==> src/rtl/vcc_regs.svh <==
`ifndef VCC_REGS_SVH
`define VCC_REGS_SVH

// register byte offsets on the control bus
`define VCC_AW 8
`define VCC_OFF_STAGE 8'h00
`define VCC_OFF_UPDATE 8'h04
`define VCC_OFF_STATUS 8'h08
`define VCC_OFF_BAND 8'h0C

// field positions of the staging, update and status words
`define VCC_BIT_TRIG 0
`define VCC_DIV_LSB 1
`define VCC_DIV_MSB 2
`define VCC_BIT_UPDATE 0
`define VCC_BIT_BUSY 3
`define VCC_BIT_DONE 4
`define VCC_STATUS_PAD 27

// reset values
`define VCC_DIV_RST 2'h3
`define VCC_TRIG_RST 1'h0

// bus answers
`define VCC_RESP_OKAY 2'h0
`define VCC_RESP_SLVERR 2'h2

`endif

==> src/rtl/vcc_pkg.sv <==
package vcc_pkg;

   // one copy of the calibration settings, staging or active
   typedef struct packed {
      logic [1:0] div;
      logic trig;
   } vcc_cfg_s;

   typedef enum logic [0:0] {CAL_IDLE, CAL_RUN} vcc_state_e;

   // divide ratio for a divider code: 2, 4, 8 or 16
   function automatic logic [4:0] vcc_ratio(input logic [1:0] sel);
      vcc_ratio = 5'h02 << sel;
   endfunction : vcc_ratio

endpackage : vcc_pkg

==> src/rtl/vcc_cal_div.sv <==
module vcc_cal_div
   import vcc_pkg::*;
(
   input wire logic core_clk,
   input wire logic sys_rst,
   input wire logic restart,
   input wire logic [1:0] divSel,
   output logic divTick,
   output logic calClk
);

   logic [4:0] cnt;
   logic [4:0] ratio;
   logic lastCnt;
   logic halfCnt;

   // terminal counts for the selected ratio
   assign ratio = vcc_ratio(divSel);
   assign lastCnt = (cnt == ratio - 5'h01);
   assign halfCnt = (cnt == (ratio >> 1) - 5'h01);

   ////////////////////////////////////////////////////////////////////////////////
   // restart realigns the phase so every calibration starts on a full period
   always_ff @(posedge core_clk or posedge sys_rst) begin
      if (sys_rst) begin
         cnt <= '0;
         divTick <= 1'h0;
         calClk <= 1'h0;
      end else if (restart) begin
         cnt <= '0;
         divTick <= 1'h0;
         calClk <= 1'h0;
      end else begin
         cnt <= lastCnt ? 5'h00 : cnt + 5'h01;
         divTick <= lastCnt;
         calClk <= (lastCnt || halfCnt) ? ~calClk : calClk;
      end
   end

endmodule : vcc_cal_div

==> src/rtl/vcc_top.sv <==
// The implementer's own choices: the register offsets and the AXI4-Lite register port.
`include "vcc_regs.svh"

module vcc_top
   import vcc_pkg::*;
#(
   parameter int BAND_W = 8
) (
   input wire logic core_clk,
   input wire logic sys_rst,
   input wire logic [`VCC_AW-1:0] s_axi_awaddr,
   input wire logic s_axi_awvalid,
   output logic s_axi_awready,
   input wire logic [31:0] s_axi_wdata,
   input wire logic [3:0] s_axi_wstrb,
   input wire logic s_axi_wvalid,
   output logic s_axi_wready,
   output logic [1:0] s_axi_bresp,
   output logic s_axi_bvalid,
   input wire logic s_axi_bready,
   input wire logic [`VCC_AW-1:0] s_axi_araddr,
   input wire logic s_axi_arvalid,
   output logic s_axi_arready,
   output logic [31:0] s_axi_rdata,
   output logic [1:0] s_axi_rresp,
   output logic s_axi_rvalid,
   input wire logic s_axi_rready,
   input wire logic vcoCmpIn,
   output logic calClk,
   output logic calBusy,
   output logic calDone,
   output logic [BAND_W-1:0] vcoBand
);

   localparam logic [BAND_W-1:0] BAND_MID = {1'b1, {(BAND_W-1){1'b0}}};

   if (BAND_W < 2 || BAND_W > 16) begin : g_chk
      $error("BAND_W must lie between 2 and 16");
   end

   function automatic logic regHit(input logic [`VCC_AW-1:0] a, input logic [`VCC_AW-1:0] off);
      regHit = (a[`VCC_AW-1:2] == off[`VCC_AW-1:2]);
   endfunction : regHit

   vcc_cfg_s stageCfg;
   vcc_cfg_s activeCfg;
   vcc_state_e state;
   logic trigPrev;
   logic startCal;
   logic divTick;
   logic cmpMeta;
   logic cmpSync;
   logic [BAND_W-1:0] mask;
   logic [BAND_W-1:0] next_band;
   logic wrGo, wrFire, wrStage, wrUpd, wrKnown;
   logic rdGo, rdFire, rdKnown;
   logic [31:0] statusWord;
   logic [31:0] readWord;

   ////////////////////////////////////////////////////////////////////////////////
   // write channel decode; address and data are taken in the same cycle
   assign wrGo = s_axi_awvalid && s_axi_wvalid && !s_axi_awready && !s_axi_bvalid;
   assign wrFire = s_axi_awvalid && s_axi_awready;
   assign wrStage = wrFire && regHit(s_axi_awaddr, `VCC_OFF_STAGE) && s_axi_wstrb[0];
   assign wrUpd = wrFire && regHit(s_axi_awaddr, `VCC_OFF_UPDATE) && s_axi_wstrb[0]
                  && s_axi_wdata[`VCC_BIT_UPDATE];
   assign wrKnown = regHit(s_axi_awaddr, `VCC_OFF_STAGE) || regHit(s_axi_awaddr, `VCC_OFF_UPDATE);

   // read channel decode; the update register always reads zero
   assign rdGo = s_axi_arvalid && !s_axi_arready && !s_axi_rvalid;
   assign rdFire = s_axi_arvalid && s_axi_arready;
   assign rdKnown = regHit(s_axi_araddr, `VCC_OFF_STAGE) || regHit(s_axi_araddr, `VCC_OFF_UPDATE)
                    || regHit(s_axi_araddr, `VCC_OFF_STATUS) || regHit(s_axi_araddr, `VCC_OFF_BAND);
   assign statusWord = {{`VCC_STATUS_PAD{1'b0}}, calDone, calBusy, activeCfg.div, activeCfg.trig};
   assign readWord = regHit(s_axi_araddr, `VCC_OFF_STAGE) ? {29'h0, stageCfg.div, stageCfg.trig} :
                     regHit(s_axi_araddr, `VCC_OFF_STATUS) ? statusWord :
                     regHit(s_axi_araddr, `VCC_OFF_BAND) ? {{(32-BAND_W){1'b0}}, vcoBand} :
                     32'h0;

   ////////////////////////////////////////////////////////////////////////////////
   // write handshake and response
   always_ff @(posedge core_clk or posedge sys_rst) begin
      if (sys_rst) begin
         s_axi_awready <= 1'h0;
         s_axi_wready <= 1'h0;
         s_axi_bvalid <= 1'h0;
         s_axi_bresp <= `VCC_RESP_OKAY;
      end else begin
         s_axi_awready <= wrGo;
         s_axi_wready <= wrGo;
         if (wrFire) begin
            s_axi_bvalid <= 1'h1;
            s_axi_bresp <= wrKnown ? `VCC_RESP_OKAY : `VCC_RESP_SLVERR;
         end else if (s_axi_bready) begin
            s_axi_bvalid <= 1'h0;
         end
      end
   end

   // read handshake and data
   always_ff @(posedge core_clk or posedge sys_rst) begin
      if (sys_rst) begin
         s_axi_arready <= 1'h0;
         s_axi_rvalid <= 1'h0;
         s_axi_rdata <= 32'h0;
         s_axi_rresp <= `VCC_RESP_OKAY;
      end else begin
         s_axi_arready <= rdGo;
         if (rdFire) begin
            s_axi_rvalid <= 1'h1;
            s_axi_rdata <= readWord;
            s_axi_rresp <= rdKnown ? `VCC_RESP_OKAY : `VCC_RESP_SLVERR;
         end else if (s_axi_rready) begin
            s_axi_rvalid <= 1'h0;
         end
      end
   end

   ////////////////////////////////////////////////////////////////////////////////
   // staging and active copies; nothing reaches the engine without an update
   always_ff @(posedge core_clk or posedge sys_rst) begin
      if (sys_rst) begin
         stageCfg <= '{div: `VCC_DIV_RST, trig: `VCC_TRIG_RST};
         activeCfg <= '{div: `VCC_DIV_RST, trig: `VCC_TRIG_RST};
         trigPrev <= `VCC_TRIG_RST;
      end else begin
         if (wrStage) begin
            stageCfg.div <= s_axi_wdata[`VCC_DIV_MSB:`VCC_DIV_LSB];
            stageCfg.trig <= s_axi_wdata[`VCC_BIT_TRIG];
         end
         if (wrUpd) begin
            activeCfg <= stageCfg;
         end
         trigPrev <= activeCfg.trig;
      end
   end

   // only a rising active trigger starts a run
   assign startCal = activeCfg.trig && !trigPrev;

   ////////////////////////////////////////////////////////////////////////////////
   // calibration clock from the reference; restarted so run time is exact
   vcc_cal_div u_div (
      .core_clk(core_clk),
      .sys_rst(sys_rst),
      .restart(startCal),
      .divSel(activeCfg.div),
      .divTick(divTick),
      .calClk(calClk)
   );

   // comparator from the oscillator is asynchronous
   always_ff @(posedge core_clk or posedge sys_rst) begin
      if (sys_rst) begin
         cmpMeta <= 1'h0;
         cmpSync <= 1'h0;
      end else begin
         cmpMeta <= vcoCmpIn;
         cmpSync <= cmpMeta;
      end
   end

   // successive approximation: one band bit per calibration clock period
   assign next_band = (cmpSync ? vcoBand : (vcoBand & ~mask)) | (mask >> 1);

   ////////////////////////////////////////////////////////////////////////////////
   // calibration engine; slower calibration clock means a longer run
   always_ff @(posedge core_clk or posedge sys_rst) begin
      if (sys_rst) begin
         state <= CAL_IDLE;
         vcoBand <= BAND_MID;
         mask <= '0;
         calBusy <= 1'h0;
         calDone <= 1'h0;
      end else if (!activeCfg.trig) begin
         state <= CAL_IDLE;
         vcoBand <= BAND_MID;
         mask <= '0;
         calBusy <= 1'h0;
         calDone <= 1'h0;
      end else if (startCal) begin
         state <= CAL_RUN;
         vcoBand <= BAND_MID;
         mask <= BAND_MID;
         calBusy <= 1'h1;
         calDone <= 1'h0;
      end else begin
         unique case (state)
            CAL_IDLE: begin
               calBusy <= 1'h0;
            end
            CAL_RUN: begin
               if (divTick) begin
                  vcoBand <= next_band;
                  mask <= mask >> 1;
                  if (mask[0]) begin
                     state <= CAL_IDLE;
                     calBusy <= 1'h0;
                     calDone <= 1'h1;
                  end
               end
            end
         endcase
      end
   end

   ////////////////////////////////////////////////////////////////////////////////
   // checking helpers: ratio at start, cycles since tick, cycles of a run
   logic [1:0] startDiv;
   logic divSteady;
   logic [5:0] tickGap;
   logic [15:0] calCycles;

   always_ff @(posedge core_clk or posedge sys_rst) begin
      if (sys_rst) begin
         startDiv <= `VCC_DIV_RST;
         divSteady <= 1'h0;
         tickGap <= '0;
         calCycles <= '0;
      end else begin
         startDiv <= startCal ? activeCfg.div : startDiv;
         divSteady <= startCal ? 1'h1 : (divSteady && activeCfg.div == startDiv);
         tickGap <= startCal ? 6'h00 : (divTick ? 6'h01 : tickGap + 6'h01);
         calCycles <= startCal ? 16'h0 : (calBusy ? calCycles + 16'h1 : calCycles);
      end
   end
endmodule : vcc_top
==> config.mk <==
export PLATFORM = sky130hd
export DESIGN_NAME = vcc_top
export DESIGN_NICKNAME = d
export VERILOG_FILES = /design/src/rtl/vcc_pkg.sv /design/src/rtl/vcc_cal_div.sv /design/src/rtl/vcc_top.sv
export VERILOG_INCLUDE_DIRS = /design/src /design/src/rtl
export SDC_FILE = /design/constraint.sdc
export NUM_CORES = 1
export LEC_CHECK = 0
export ABC_AREA = 1
export BUFFER_PORTS_ARGS = -buffer_cell sky130_fd_sc_hd__buf_2
export CAP_MARGIN = 0
export CORE_UTILIZATION = 51
export DETAILED_ROUTE_END_ITERATION = 8
export PLACE_DENSITY = 0.85
export SLEW_MARGIN = 10
export SYNTH_ARGS = -nofsm -noshare
export SYNTH_HDL_FRONTEND = slang
export SYNTH_HIERARCHICAL = 1
export SYNTH_SLANG_ARGS = --single-unit
==> constraint.sdc <==
create_clock -name core_clk -period 2.4 [get_ports core_clk]
set_input_delay 0.6 -clock core_clk [delete_from_list [all_inputs] [get_ports core_clk]]
set_output_delay 0.6 -clock core_clk [all_outputs]
set_load 0.03 [all_outputs]
Yosys cells after proc, flatten, opt, wreduce, memory -nomap -nowiden
Cells that the tools add are included.
Storage, ports and cells
  register bits after elaboration: 75
Operators by class
  shifts and indexed selects: 1
  equality and inequality tests: 11
  reduce and logical (&&, ||, !) cells: 31
  multiplexer cells: 38
  bitwise gates (word level): 5
  add/sub/neg operators: 3
Operators with widths (number)
  2-to-1 mux 8 bit: 12
  2-to-1 mux 1 bit: 21
  logical AND 1 bit: 13
  equality test 6 x 1 -> 1 bit (second input constant): 2
  equality test 6 x 2 -> 1 bit (second input constant): 2
  zero test 6 bit: 2
  equality test 5 bit: 2
  2-to-1 mux 5 bit: 2
  != test 3 x 1 -> 1 bit (second input constant): 3
  bitwise AND 8 bit: 1
  != test 4 x 2 -> 1 bit (second input constant): 2
  NOT 8 bit: 1
  OR 8 x 7 -> 8 bit: 1
  nonzero test 2 bit: 3
  adder 5 x 1 -> 5 bit (second input constant): 1
  zero test 1 bit: 5
  logical OR 1 bit: 5
  left shift 2 x 2 -> 5 bit (first input constant): 1
  subtractor 4 x 1 -> 5 bit (second input constant): 1
  subtractor 5 x 1 -> 5 bit (second input constant): 1
  2-to-1 mux 2 bit: 2
  AND reduction 2 bit: 2
  AND reduction 3 bit: 1
  NOT 1 bit: 2
  one-hot mux 1 bit (2 select lines): 1

Longest topological paths before layout
  depth in word-level cells: 8
  depth in mapped cells: 11
  mapped depth without buffers: 11

Cells and area by module
Netlist, hierarchy kept.
Modules (own cells, without submodules)
  vcc_top: sequential area each 1057.3 sq um, area each 2023.2 sq um, times used 1, cells an instance 238
  vcc_cal_div: sequential area each 175.2 sq um, area each 510.5 sq um, times used 1, cells an instance 75

Worst setup path before layout
Ideal clock, no wire load.
  kind: register to register
  start: register activeCfg[1] in the netlist's numbering
  end: register u_div.cnt[3]
  path buffers: 0
  library setup time: 114 ps
  cell stages (with the launch flop): 11
  setup slack: 798 ps
  data arrival time: 1488 ps
  cell sequence: dfstp_2 nand2_1 ha_1 nand2_1 nand2_1 nor2_2 nand3_4 nand2_2 inv_2 nand3_1 inv_1
Between the ends
  longest elaborated chain between the ends: 5
RTL lines
  from (decl): RTL line vcc_top.sv:46  | vcc_cfg_s activeCfg;
  from (signal assigned): RTL line vcc_top.sv:124  | activeCfg <= '{div: `VCC_DIV_RST, trig: `VCC_TRIG_RST};
  from (signal assigned): RTL line vcc_top.sv:132  | activeCfg <= stageCfg;
  left shift 2 x 2 -> 5 bit: RTL line vcc_pkg.sv:13  | vcc_ratio = 5'h02 << sel;
  subtractor 5 x 1 -> 5 bit: RTL line vcc_cal_div.sv:19  | assign lastCnt = (cnt == ratio - 5'h01);
  equality test 5 bit: RTL line vcc_cal_div.sv:19
  2-to-1 mux 5 bit: RTL line vcc_cal_div.sv:34  | cnt <= lastCnt ? 5'h00 : cnt + 5'h01;
  2-to-1 mux 5 bit: RTL line vcc_cal_div.sv:29  | end else if (restart) begin
  to (signal assigned): RTL line vcc_cal_div.sv:34
  to (decl): RTL line vcc_cal_div.sv:12  | logic [4:0] cnt;
Every way passes these cells.
A chain may end at the register's enable or synchronous reset.

Worst setup path in the final report
  start: register activeCfg[1] in the netlist's numbering
  end: register u_div.cnt[4]
Same word-level chain as after synthesis.

==> metrics <==
outcome completed; Non-Filler Instances about 430; Routed Antenna Nets 0; Yosys top cell by area dfrtp_1; WL per Instance about 11 microns; Area Growth Syn to Fin 11.4%; Post-CTS Hold Buffers 0; Post-synth top cells nand2_1, dfrtp_1, inv_1, nand3_1, buf_4; syn avg cell area 8.09 sq um; Crit. End Element flip-flop; I/O pin total ~110; leading cell types by total area after synthesis dfrtp_1, nand2_1, buf_4; Slowest cell on crit path dfstp_2; Die Y-Extent about 72 microns; Post-CTS Setup Repair Bufs 0; Worst path max stage delay slightly above 600 ps; initial antenna violation count 0; nets@finish between 400 and 500; RSZ-0062 raised after global routing false; worst-path cell chain nand2_1 -> ha_1 -> nand2_1 -> nand2_1 -> nor2_2 -> nand3_4 -> nand2_2 -> inv_2 -> nand3_1 -> inv_1; placed insts 424; WS Path Type reg -> reg; share of the synthesized area in the top cell type between 40% and 50%; vias in the first global route approximately 1700; num rows 25; Port Buf Inserts 49; Die Area 0.00525 sq mm; final-report hold violation count 0; WHS ~230 ps; initial DRC count ~150; Post-synth ARST share 100%; DRT Wirelength ~4600 microns; Gate Count Post-Synth 313; worst-path fanout max 8; period utilisation layout 72.5%; post-synthesis compound-gate area fraction under 10%; area of the mapped netlist between 0.002 and 0.003 sq mm; most used cell, CP nand2_1; first-pass GRT wire length ~7700 microns; dpl hpwl 3550 microns; Initial Util around 53%; gpl congestion around 0.86; P per Cell Area about 550 mW/mm^2; gr ovfl total 0; Synth Register Bits 49; via count about 2100; ANT cells 0; final core utilization between 50% and 60%; Yosys Warn Count 6; Worst Clk Skew ~6.6 ps; Die W between 70 and 80 microns; top-count cell post-synth nand2_1; DR pass1 iterations 4; share of cells above drive strength 1 between 20 and 25%; Fin Setup TNS 0 ps; sequential area share after synthesis roughly half; root buffer cell clkbuf_8; Slew Viols, Final 0; WP data required ~2600 ps; DRC 0; Num Clock Sinks 49; multiplexer area fraction after synthesis 0%; main combinational cell family by area after synthesis simple AND/OR/NAND/NOR gates; Reg clk slew, reported paths 90 ps; worst hold path class in -> async; Num CTS Buffers 5; TritonCTS clock tree built; clock buffer depth 2; post-synthesis simple-gate area fraction 28.8%; core area 0.00475 sq mm; Final setup viols 0; vias per cell about 4.8; H-tree depth 2; Worst EP arrival roughly 1900 ps; VDD IR-drop max between 0.0003 and 0.0004 V; Synth Area in Adders 0.988%; Tmin final 1740 ps; maximum capacitance violations 0; predominant post-synthesis flop cell dfrtp_1; Total GRT Usage 19.1%; Worst setup SP type flip-flop; Clock Latency Late Sink 300 ps; EDFF count, synth 0; worst slew pin tran between 500 and 600 ps; Peak Freq roughly 570 MHz; Rel. slew slack 66.1%; largest net degree at the start of global routing 43; Netlist cell types 27; Resized cells post-CTS 0; Post-Synth XOR/XNOR Area less than 1%; LEAKAGE 1.56 nW
[per-stage QoR]
stage	power, mW	setup slack, ps	cell area (sq um)
global placement	1.09	709	2730
detailed placement	1.09	657	2730
floorplan	1.07	798	2630
CTS	1.59	651	2820
global route	1.63	535	2820
finish	1.55	660	2820
[worst paths after layout]
kind                         startpoint      endpoint  slack [ps]  cells past startpoint
max reg2reg                activeCfg[1]  u_div/cnt[4]         660                     10
max                        activeCfg[1]  u_div/cnt[4]         660                     10
min                             sys_rst  u_div/cnt[1]         230                      2
max in group asynchronous       sys_rst   stageCfg[2]        1600                      3
min in group core_clk           cmpMeta       cmpSync         360                      0
min reg2reg                     cmpMeta       cmpSync         360                      0
[worst max-delay path, delay by kind of cell, from the launching register on]
| kind | cells | cell delay (ps) |
|---|---|---|
| adders and majority gates | 1 | 320 |
| and+or+nand+nor | 7 | 620 |
| buffers and inverters | 2 | 90 |
| DFF | 1 | 620 |
[report_power, final]
group / internal, mW / switching (mW) / leakage [nW]
sequential: 0.848 / 0.0170 / 0.640
clock: 0.207 / 0.273 / 0.0445
combinational: 0.0476 / 0.162 / 0.880
[state kept, by name, indices dropped and copies added, names as in the netlist]
signal and count:
activeCfg 3, calBusy 1, calDone 1, cmpMeta 1, cmpSync 1, mask 8, s_axi_arready 1, s_axi_bresp 1
s_axi_bvalid 1, s_axi_rdata 8, s_axi_rresp 1, s_axi_rvalid 1, s_axi_wready 1, stageCfg 3, state 1, trigPrev 1
u_div/calClk 1, u_div/cnt 5, u_div/divTick 1, vcoBand 8
[final cells by class]
cell class              count  area [sq um]
repair buffers             50           253
clock inverters             3          21.3
inverters                  46           173
fillers                   422          1930
flip-flops and latches     49          1230
multi-input cells         212           991
well taps                  67          83.8
clock buffers               5          68.8
[per-layer routing]
layer / GRT usage [%] / vias up / part of all wire, %
met2: 31.2 / 80 / 49
met4: 6.54 / 0 / 0.86
met3: 4.17 / 2 / 5.5
met1: 25.5 / 956 / 45
li1: - / 1048 / -
met5: 0 / - / 0
[kinds of logic after synthesis]
kind of cell / after synthesis
XOR/XNOR: 1
other: 1
AO/OA/AOI/OAI: 25
buffers and inverters: 77
adder cells (fa/ha/maj): 2
flip-flops: 49
AND/OR/NAND/NOR: 158
[placed cells by master, fill, tap and decap left out, drive strengths merged]
cell type and count:
nor2 23, clkinv 2, inv 46, dfrtp 44, nand3 35, o22ai 1
o21ai 20, a21oi 3, clkbuf 5, clkinvlp 1, nor3 9, nand4 12
conb 26, xor2 1, a22oi 1, buf 50, ha 2, nand2 79
dfstp 5
(Power assumes the default switching activity.)
